File: src/hdl/ccr_pkg.sv
// Shared constants and types for the cascade byte capture receiver.
package ccr_pkg;

  // ==========================================================================
  // Timing
  // ==========================================================================
  localparam int unsigned CLK_PERIOD_NS = 8;
  localparam int unsigned CHAIN_FALL_DELAY_NS = 20;
  // A longest time rounds down, never below one cycle.
  localparam int unsigned CHAIN_FALL_CYC =
    (CHAIN_FALL_DELAY_NS / CLK_PERIOD_NS < 1) ? 1 :
    CHAIN_FALL_DELAY_NS / CLK_PERIOD_NS;
  localparam int unsigned BYTE_TIME_NS = 80;
  localparam int unsigned BYTE_CYC = BYTE_TIME_NS / CLK_PERIOD_NS;
  localparam logic [3:0] BYTE_CNT_LAST = 4'(BYTE_CYC - 1);

  // ==========================================================================
  // Widths and data width select codes
  // ==========================================================================
  localparam int unsigned DATA_W = 10;
  localparam int unsigned CMD_W = 4;
  localparam int unsigned IRQ_W = 4;
  localparam logic [1:0] DWS_8BIT = 2'h0;
  localparam logic [1:0] DWS_9BIT = 2'h1;

  // ==========================================================================
  // Register map (byte offsets) and fields
  // ==========================================================================
  localparam logic [7:0] OFS_CTRL = 8'h00;
  localparam logic [7:0] OFS_STATUS = 8'h04;
  localparam logic [7:0] OFS_IRQ_STAT = 8'h08;
  localparam logic [7:0] OFS_IRQ_MASK = 8'h0C;
  localparam logic [7:0] OFS_WORD = 8'h10;
  localparam int unsigned CTRL_RUN_BIT = 0;
  localparam logic [31:0] CTRL_RESET = 32'h0000_0001;
  localparam logic [IRQ_W-1:0] IRQ_MASK_RESET = 4'h0;
  localparam int unsigned IRQ_DATA_OUT_STROBE_BIT = 0;
  localparam int unsigned IRQ_COMMAND_OUT_STROBE_BIT = 1;
  localparam int unsigned IRQ_VIOL_BIT = 2;
  localparam int unsigned IRQ_LOST_BIT = 3;
  localparam int unsigned ST_ARMED_BIT = 0;
  localparam int unsigned ST_HELD_BIT = 1;
  localparam int unsigned ST_FLAG_BIT = 2;
  localparam int unsigned ST_ENABLE_BIT = 3;
  localparam int unsigned WORD_CMD_LSB = 16;
  localparam int unsigned WORD_VIOL_BIT = 24;

  typedef enum logic [1:0] {
    CCR_IDLE,
    CCR_ARMED,
    CCR_HELD
  } ccr_cap_e;

endpackage

File: src/hdl/ccr_byte_capture.sv
// Capture control of one receiver in a daisy-chained byte cascade.
//
// Contract
// - The primary receiver, enable held high, catches the first data byte after a sync.
// - After catching its byte a receiver raises its captured flag for the next one.
// - Data and command strobes of all chained receivers fire in the same cycle.
// - The violation flag is latched and presented with the data and command timing.
// - With enable high one byte is caught and held, then bytes are ignored until a sync or a low-high enable.
// - With enable low no byte is captured.
// - The flag rises only on a non-sync byte and never on a sync.
// - A sync or a falling enable drops the captured flag within the chain fall delay.
// - A sync moves the held byte to the decoder latch, and one byte clock later to the output with its strobe.
// - A byte with a code violation still counts as captured.
// - In auto-repeat a returning enable re-arms the receiver and the cycle repeats.
`timescale 1ns/1ps
module ccr_byte_capture
  import ccr_pkg::*;
(
  input wire logic CLOCK_I,
  input wire logic ARST_N_I,
  input wire logic HSEL_I,
  input wire logic [31:0] HADDR_I,
  input wire logic [1:0] HTRANS_I,
  input wire logic HWRITE_I,
  input wire logic [2:0] HSIZE_I,
  input wire logic [31:0] HWDATA_I,
  input wire logic HREADY_I,
  output logic [31:0] HRDATA_O,
  output logic HREADYOUT_O,
  output logic HRESP_O,
  input wire logic CAPTURE_ENABLE_IN_I,
  output logic CAPTURED_FLAG_OUT_O,
  input wire logic [1:0] DATA_WIDTH_SELECT_I,
  input wire logic SYM_VALID_I,
  input wire logic SYM_SYNC_I,
  input wire logic SYM_IS_CMD_I,
  input wire logic SYM_VIOLATION_I,
  input wire logic [ccr_pkg::DATA_W-1:0] SYM_DATA_I,
  input wire logic [ccr_pkg::CMD_W-1:0] SYM_CMD_I,
  output logic [ccr_pkg::DATA_W-1:0] DATA_OUT_O,
  output logic [ccr_pkg::CMD_W-1:0] COMMAND_OUT_O,
  output logic VIOLATION_FLAG_O,
  output logic DATA_OUT_STROBE_O,
  output logic COMMAND_OUT_STROBE_O,
  output logic IRQ_O
);

  import ccr_pkg::*;

  localparam int FALL_BOUND = CHAIN_FALL_CYC;

  function automatic logic reg_hit(input logic [7:0] a, input logic [7:0] o);
    reg_hit = (a == o);
  endfunction

  function automatic logic [DATA_W-1:0] width_mask(input logic [1:0] sel);
    case (sel)
      DWS_8BIT: width_mask = 10'h0FF;
      DWS_9BIT: width_mask = 10'h1FF;
      default: width_mask = 10'h3FF;
    endcase
  endfunction

  // ==========================================================================
  // Byte clock divider
  // ==========================================================================
  logic [3:0] byte_cnt_reg;
  wire byte_tick = (byte_cnt_reg == BYTE_CNT_LAST);

  always_ff @(posedge CLOCK_I or negedge ARST_N_I) begin
    if (!ARST_N_I) begin
      byte_cnt_reg <= 4'h0;
    end else begin
      byte_cnt_reg <= byte_tick ? 4'h0 : byte_cnt_reg + 4'h1;
    end
  end

  // ==========================================================================
  // Register state
  // ==========================================================================
  logic [31:0] ctrl_reg;
  logic [IRQ_W-1:0] irq_stat_reg;
  logic [IRQ_W-1:0] irq_stat_next;
  logic [IRQ_W-1:0] irq_mask_reg;
  logic [31:0] rdata_reg;
  logic wr_pend_reg;
  logic [7:0] wr_addr_reg;

  // ==========================================================================
  // Capture sequencing
  // ==========================================================================
  ccr_cap_e state_reg;
  ccr_cap_e state_next;
  logic cen_last_reg;
  logic low_seen_reg;
  logic flag_reg;
  logic [DATA_W-1:0] in_data_reg;
  logic [CMD_W-1:0] in_cmd_reg;
  logic in_is_cmd_reg;
  logic in_viol_reg;

  wire run = ctrl_reg[CTRL_RUN_BIT];
  wire cen_now = CAPTURE_ENABLE_IN_I;
  // A low enable only has to show between two ticks, not at one: in the
  // auto-repeat ring the inverted last flag pulses low for a few clocks
  // only, and that pulse must still end the word and re-arm the primary.
  wire cen_low_seen = ~cen_last_reg | low_seen_reg;
  wire cen_rise = cen_now & cen_low_seen;
  wire sym_sync = byte_tick & SYM_VALID_I & SYM_SYNC_I;
  wire sym_take = byte_tick & SYM_VALID_I & ~SYM_SYNC_I;
  wire held = (state_reg == CCR_HELD);
  wire can_take = (state_reg == CCR_ARMED) | (byte_tick & cen_rise);
  wire cap_go = sym_take & cen_now & run & can_take;
  wire flush_go = byte_tick & held &
    (SYM_VALID_I & SYM_SYNC_I | ~cen_now | low_seen_reg);
  wire lost = sym_take & held & cen_now & ~cen_rise;

  always_comb begin
    state_next = state_reg;
    case (state_reg)
      CCR_IDLE: begin
        if (cap_go) begin
          state_next = CCR_HELD;
        end else if (byte_tick & cen_now & (cen_rise | sym_sync)) begin
          state_next = CCR_ARMED;
        end
      end
      CCR_ARMED: begin
        if (byte_tick & ~cen_now) begin
          state_next = CCR_IDLE;
        end else if (cap_go) begin
          state_next = CCR_HELD;
        end
      end
      CCR_HELD: begin
        if (byte_tick & ~cen_now) begin
          state_next = CCR_IDLE;
        end else if (cap_go) begin
          state_next = CCR_HELD;
        end else if (sym_sync | (byte_tick & cen_rise)) begin
          state_next = CCR_ARMED;
        end
      end
      default: begin
        state_next = CCR_IDLE;
      end
    endcase
  end

  always_ff @(posedge CLOCK_I or negedge ARST_N_I) begin
    if (!ARST_N_I) begin
      state_reg <= CCR_IDLE;
      cen_last_reg <= 1'b0;
      low_seen_reg <= 1'b0;
    end else begin
      state_reg <= state_next;
      if (byte_tick) begin
        cen_last_reg <= cen_now;
        low_seen_reg <= 1'b0;
      end else if (~cen_now) begin
        low_seen_reg <= 1'b1;
      end
    end
  end

  // The flag drops on the very next clock edge when the enable goes low,
  // not at a byte tick, so the low level ripples fast down a long chain.
  always_ff @(posedge CLOCK_I or negedge ARST_N_I) begin
    if (!ARST_N_I) begin
      flag_reg <= 1'b0;
    end else if (~cen_now | sym_sync) begin
      flag_reg <= 1'b0;
    end else if (cap_go) begin
      flag_reg <= 1'b1;
    end
  end

  always_ff @(posedge CLOCK_I or negedge ARST_N_I) begin
    if (!ARST_N_I) begin
      in_data_reg <= '0;
      in_cmd_reg <= '0;
      in_is_cmd_reg <= 1'b0;
      in_viol_reg <= 1'b0;
    end else if (cap_go) begin
      in_data_reg <= SYM_DATA_I & width_mask(DATA_WIDTH_SELECT_I);
      in_cmd_reg <= SYM_CMD_I;
      in_is_cmd_reg <= SYM_IS_CMD_I;
      in_viol_reg <= SYM_VIOLATION_I;
    end
  end

  assign CAPTURED_FLAG_OUT_O = flag_reg;

  ccr_word_latch u_word_latch (
    .clk_i(CLOCK_I),
    .arst_n_i(ARST_N_I),
    .byte_tick_i(byte_tick),
    .flush_i(flush_go),
    .in_data_i(in_data_reg),
    .in_cmd_i(in_cmd_reg),
    .in_is_cmd_i(in_is_cmd_reg),
    .in_viol_i(in_viol_reg),
    .out_data_o(DATA_OUT_O),
    .out_cmd_o(COMMAND_OUT_O),
    .out_viol_o(VIOLATION_FLAG_O),
    .data_out_strobe_o(DATA_OUT_STROBE_O),
    .command_out_strobe_o(COMMAND_OUT_STROBE_O)
  );

  // ==========================================================================
  // AHB-Lite slave
  // ==========================================================================
  // Zero wait states: read data is latched in the address phase so that it
  // stands from a flip-flop for the whole data phase.
  wire ahb_go = HSEL_I & HTRANS_I[1] & HREADY_I;
  wire [7:0] a_addr = HADDR_I[7:0];
  wire wr_ctrl = wr_pend_reg & reg_hit(wr_addr_reg, OFS_CTRL);
  wire wr_stat = wr_pend_reg & reg_hit(wr_addr_reg, OFS_IRQ_STAT);
  wire wr_mask = wr_pend_reg & reg_hit(wr_addr_reg, OFS_IRQ_MASK);
  wire [IRQ_W-1:0] irq_events = {lost, VIOLATION_FLAG_O &
    (DATA_OUT_STROBE_O | COMMAND_OUT_STROBE_O), COMMAND_OUT_STROBE_O,
    DATA_OUT_STROBE_O};
  wire [IRQ_W-1:0] irq_w1c = wr_stat ? HWDATA_I[IRQ_W-1:0] : '0;
  wire [31:0] status_word = {28'h0000000, cen_now, flag_reg, held,
    state_reg == CCR_ARMED};
  wire [31:0] word_word = {7'h00, VIOLATION_FLAG_O, 4'h0, COMMAND_OUT_O,
    6'h00, DATA_OUT_O};
  wire [31:0] read_mux =
    reg_hit(a_addr, OFS_CTRL) ? ctrl_reg :
    reg_hit(a_addr, OFS_STATUS) ? status_word :
    reg_hit(a_addr, OFS_IRQ_STAT) ? {28'h0000000, irq_stat_reg} :
    reg_hit(a_addr, OFS_IRQ_MASK) ? {28'h0000000, irq_mask_reg} :
    reg_hit(a_addr, OFS_WORD) ? word_word : 32'h0000_0000;

  // A new event wins over a write-one-to-clear in the same cycle.
  assign irq_stat_next = (irq_stat_reg & ~irq_w1c) | irq_events;

  always_ff @(posedge CLOCK_I or negedge ARST_N_I) begin
    if (!ARST_N_I) begin
      wr_pend_reg <= 1'b0;
      wr_addr_reg <= 8'h00;
      rdata_reg <= 32'h0000_0000;
    end else begin
      wr_pend_reg <= ahb_go & HWRITE_I;
      if (ahb_go) begin
        wr_addr_reg <= a_addr;
        rdata_reg <= HWRITE_I ? 32'h0000_0000 : read_mux;
      end
    end
  end

  always_ff @(posedge CLOCK_I or negedge ARST_N_I) begin
    if (!ARST_N_I) begin
      ctrl_reg <= CTRL_RESET;
      irq_mask_reg <= IRQ_MASK_RESET;
      irq_stat_reg <= '0;
    end else begin
      irq_stat_reg <= irq_stat_next;
      if (wr_ctrl) begin
        ctrl_reg <= {31'h00000000, HWDATA_I[CTRL_RUN_BIT]};
      end
      if (wr_mask) begin
        irq_mask_reg <= HWDATA_I[IRQ_W-1:0];
      end
    end
  end

  assign HRDATA_O = rdata_reg;
  assign HREADYOUT_O = 1'b1;
  assign HRESP_O = 1'b0;
  assign IRQ_O = |(irq_stat_reg & irq_mask_reg);
endmodule

File: src/hdl/ccr_word_latch.sv
// Decoder and output latch stages that present one captured byte.
`timescale 1ns/1ps
module ccr_word_latch
  import ccr_pkg::*;
(
  input wire logic clk_i,
  input wire logic arst_n_i,
  input wire logic byte_tick_i,
  input wire logic flush_i,
  input wire logic [ccr_pkg::DATA_W-1:0] in_data_i,
  input wire logic [ccr_pkg::CMD_W-1:0] in_cmd_i,
  input wire logic in_is_cmd_i,
  input wire logic in_viol_i,
  output logic [ccr_pkg::DATA_W-1:0] out_data_o,
  output logic [ccr_pkg::CMD_W-1:0] out_cmd_o,
  output logic out_viol_o,
  output logic data_out_strobe_o,
  output logic command_out_strobe_o
);

  localparam int BYTE_WAIT = BYTE_CYC;

  logic [DATA_W-1:0] dec_data_reg;
  logic [CMD_W-1:0] dec_cmd_reg;
  logic dec_is_cmd_reg;
  logic dec_viol_reg;
  logic dec_full_reg;
  logic [DATA_W-1:0] out_data_reg;
  logic [CMD_W-1:0] out_cmd_reg;
  logic out_viol_reg;
  logic data_out_strobe_reg;
  logic command_out_strobe_reg;
  wire present = byte_tick_i & dec_full_reg;

  // ==========================================================================
  // Decoder latch
  // ==========================================================================
  always_ff @(posedge clk_i or negedge arst_n_i) begin
    if (!arst_n_i) begin
      dec_data_reg <= '0;
      dec_cmd_reg <= '0;
      dec_is_cmd_reg <= 1'b0;
      dec_viol_reg <= 1'b0;
      dec_full_reg <= 1'b0;
    end else if (flush_i) begin
      dec_data_reg <= in_data_i;
      dec_cmd_reg <= in_cmd_i;
      dec_is_cmd_reg <= in_is_cmd_i;
      dec_viol_reg <= in_viol_i;
      dec_full_reg <= 1'b1;
    end else if (present) begin
      dec_full_reg <= 1'b0;
    end
  end

  // ==========================================================================
  // Output latch and strobes
  // ==========================================================================
  // Every chained receiver sees the same sync on the same tick, so the
  // strobes line up across the chain with no extra handshake.
  always_ff @(posedge clk_i or negedge arst_n_i) begin
    if (!arst_n_i) begin
      out_data_reg <= '0;
      out_cmd_reg <= '0;
      out_viol_reg <= 1'b0;
      data_out_strobe_reg <= 1'b0;
      command_out_strobe_reg <= 1'b0;
    end else begin
      data_out_strobe_reg <= present & ~dec_is_cmd_reg;
      command_out_strobe_reg <= present & dec_is_cmd_reg;
      if (present) begin
        out_data_reg <= dec_data_reg;
        out_cmd_reg <= dec_cmd_reg;
        out_viol_reg <= dec_viol_reg;
      end
    end
  end

  assign out_data_o = out_data_reg;
  assign out_cmd_o = out_cmd_reg;
  assign out_viol_o = out_viol_reg;
  assign data_out_strobe_o = data_out_strobe_reg;
  assign command_out_strobe_o = command_out_strobe_reg;
endmodule

File: config.mk
export PLATFORM = sky130hd
export DESIGN_NAME = ccr_byte_capture
export DESIGN_NICKNAME = d
export VERILOG_FILES = /design/src/hdl/ccr_pkg.sv /design/src/hdl/ccr_byte_capture.sv /design/src/hdl/ccr_word_latch.sv
export SDC_FILE = /design/constraint.sdc
export NUM_CORES = 1
export LEC_CHECK = 0
export BUFFER_PORTS_ARGS = -buffer_cell sky130_fd_sc_hd__buf_2
export CAP_MARGIN = 20
export CORE_MARGIN = 4
export CORE_UTILIZATION = 30
export DETAILED_ROUTE_END_ITERATION = 8
export PLACE_DENSITY = 0.5
export SLEW_MARGIN = 20
export SYNTH_ARGS = -nofsm -noshare
export SYNTH_HDL_FRONTEND = slang
export SYNTH_SLANG_ARGS = --single-unit
File: constraint.sdc
create_clock -name CLOCK_I -period 4.2 [get_ports CLOCK_I]
set_clock_uncertainty 0.2 [all_clocks]
set_input_delay 0 -clock CLOCK_I [delete_from_list [all_inputs] [get_ports CLOCK_I]]
set_output_delay 0 -clock CLOCK_I [all_outputs]
set_load 0.1 [all_outputs]
==> results.py <==
metrics = {
    "timing": {
        "worst_slack_ns": 1.31,
        "timing.hold.ws_ns": 0.0414,
        "finalSetupViolations": 0,
        "hold_viol": 0,
        "slew_viol_final": 0,
        "max_freq_mhz": 347,
        "rsz0062_at_grt": "false",
        "tightest_slew_ns": 0.991,
        "period_needed_ns": 2.89,
        "period_share": 0.687,
        "fin_tns_setup_ns": 0,
        "slew_headroom": 0.337,
    },
    "clocking": {
        "clock_latency_ns": 0.33,
        "clkSinkCount": 92,
        "h-tree-depth": 3,
        "post-cts-setup-buffers": 0,
        "cts_tree": "done",
        "clkTransAtPathRegs_ns": 0.06,
        "clk_path_buf_depth": 2,
        "cts_made_buffers": 9,
        "root_buffer": "clkbuf_16",
    },
    "route": {
        "drtIter0Drc": 134,
        "drtPass1Iterations": 4,
        "num_vias": 2690,
        "wirelength_um": 8910,
        "via_per_inst": 4.60,
        "ant_nets": 0,
        "wl_per_cell_um": 15.2,
        "route.detailed.drc": 0,
    },
    "place": {
        "port_buffers": 72,
        "hpwl_um": 6050,
        "preCtsSetupSlack_ns": 1.59,
        "gp_congestion": 0.735,
        "dpl_cell_area_um2": 4400,
    },
    "power_and_ir_drop": {
        "ir_worst_vdd_v": 0.000225,
        "p_switching_mw": 0.482,
        "power_density_nw_per_um2": 390,
        "clock_power_share": 0.438,
        "combinationalPowerShare": 0.099,
        "p_leak_nw": 2.58,
        "pwr-share-seq": 0.464,
        "switching_share": 0.242,
        "cellInternalPower_mw": 1.51,
    },
    "floorplan": {
        "initial_core_util": 0.309,
        "die_y_um": 123,
        "dieArea_um2": 15000,
        "die_w_um": 123,
        "fp.coreArea_um2": 12700,
        "fp-row-count": 41,
        "ios": 148,
    },
    "logic_synthesis": {
        "synth_area_leaders": "dfrtp_1 58%, mux2_2 14%, buf_4 3.6%",
        "post-synth-top-area-cell": "dfrtp_1",
        "synthesis.area_um2": 3940,
        "yosysWarnings": 0,
        "synth_most_common_cell": "dfrtp_1",
        "synthTopCellsByCount": "91 x dfrtp_1, 50 x mux2_2, 19 x buf_4",
        "syn-mean-instance-area_um2": 13.3,
        "synthFlopType": "dfrtp_1",
        "yosysSeqAreaShare": 0.585,
        "synth-seq-cells": 92,
        "synth_edf_count": 0,
        "synth_top_area_frac": 0.579,
        "synthCells": 296,
        "ys_types": 43,
        "async_flop_share": 1.00,
    },
    "final_layout": {
        "largest_register_ffs": 15,
        "drive_above_1_share": 0.358,
        "final_area_um2": 5110,
        "fillCellCount": 1274,
        "syn2layout_area_growth_pct": 29.9,
        "antenna_cells": 0,
        "nNetsFinal": 503,
        "postLayoutCoreUtil": 0.402,
    },
    "global_routing": {
        "grt_max_degree": 55,
        "track_usage": 0.127,
        "grt_pass1_vias": 2734,
        "grt_overflow": 0,
        "antenna_found_initial": 0,
        "grt_pass1_wl_um": 14500,
    },
    "worst_setup_path": {
        "cp-start-kind": "flop",
        "end_kind": "flop",
        "crit_required_ns": 4.27,
        "cp_max_fo": 17,
        "crit_arrival_ns": 2.96,
        "path_class": "flop to flop",
        "rr_worst_depth": 5,
    },
    "run": {
        "maxCapViolations": 0,
    },
    "status": {
        "status": "finished clean",
    },
    "worst_hold_path": {
        "hold_class": "input port to async pin",
    },
}
power by group through the flow:
stage	logic (mW)	registers, mW	clock network, mW
2_1_floorplan	0.136	0.938	0
3_3_place_gp	0.171	0.940	0
3_5_place_dp	0.173	0.941	0
4_1_cts	0.199	0.924	0.907
5_1_grt	0.213	0.927	0.945
6_report	0.197	0.925	0.873
critical path, stage by stage, from the launching register on:
cell	delay, ns
dfrtp_1	0.43
and4bb_2	0.39
nand2_2	0.12
nor3_4	0.84
o221a_2	0.31
dlygate4sd3_1	0.53
placed cells by master, fill, tap and decap left out, types with 3 or more instances in the layout:
cell and instances:
or3_1 3, a21o_1 5, dfrtp_1 91, dlygate4sd3_1 38, nand2_1 13, a22oi_1 5
buf_2 71, a21oi_1 5, clkbuf_16 9, nor2_1 5, mux2_2 50, nor3_1 3
buf_4 3, a22o_1 12, conb_1 19, inv_1 8, a32o_1 3, o21ai_0 7
o22ai_1 5, mux2_1 7, nor2b_1 5, nand2b_1 3, and3b_1 3, mux2i_1 5
nand3_1 5
logic make-up (layout without fill, tap and decap cells):
kind of cell | count (synthesis) | count (layout) | share of synthesized area
mux | 62 | 62 | 0.176
other cells | 2 | 19 | 0.00191
buf+inv | 37 | 137 | 0.0576
simple gates | 51 | 51 | 0.0766
xor+xnor | 1 | 1 | 0.00223
compound gates | 51 | 51 | 0.100
flops | 92 | 92 | 0.585
final cells by class:
cell class,count,area (um^2),share of cell area
multi-input combinational,184,1470,0.287
clock buffer,11,243,0.0475
sequential,92,2300,0.451
timing repair buffer,113,769,0.151
inverter,8,30.0,0.00587
clock inverter,5,82.6,0.0162
tap,172,215,0.0421
per-stage QoR:
step / std cells / power, mW
2_1_floorplan: 313 / 1.07
3_3_place_gp: 530 / 1.11
3_5_place_dp: 530 / 1.11
4_1_cts: 584 / 2.03
5_1_grt: 585 / 2.09
6_report: 585 / 1.99
worst paths after layout:
path	start	to	slack, ns
max in group asynchronous	ARST_N_I	HRDATA_O[16]	2.79
min	ARST_N_I	u_word_latch.dec_viol_reg	0.04
min reg2reg	u_word_latch.dec_is_cmd_reg	u_word_latch.data_out_strobe_o	0.25
min in group CLOCK_I	HTRANS_I[1]	HRDATA_O[0]	0.04
max reg2reg	byte_cnt_reg[1]	CAPTURED_FLAG_OUT_O	1.31
max	byte_cnt_reg[1]	CAPTURED_FLAG_OUT_O	1.31
per-layer routing:
layer,vias to the layer above,routed length [um],track usage
met3,8,452,0.0364
met5,-,0,0
met1,1348,4140,0.165
met2,73,4200,0.204
met4,0,122,0.0441
li1,1261,-,-
repair_timing:
item,in CTS,in global routing
hold buffers,38,0
endpoints found under the hold margin,96,0
resized for setup,0,0
setup endpoints to repair,0,0
(Power assumes the default switching activity.)
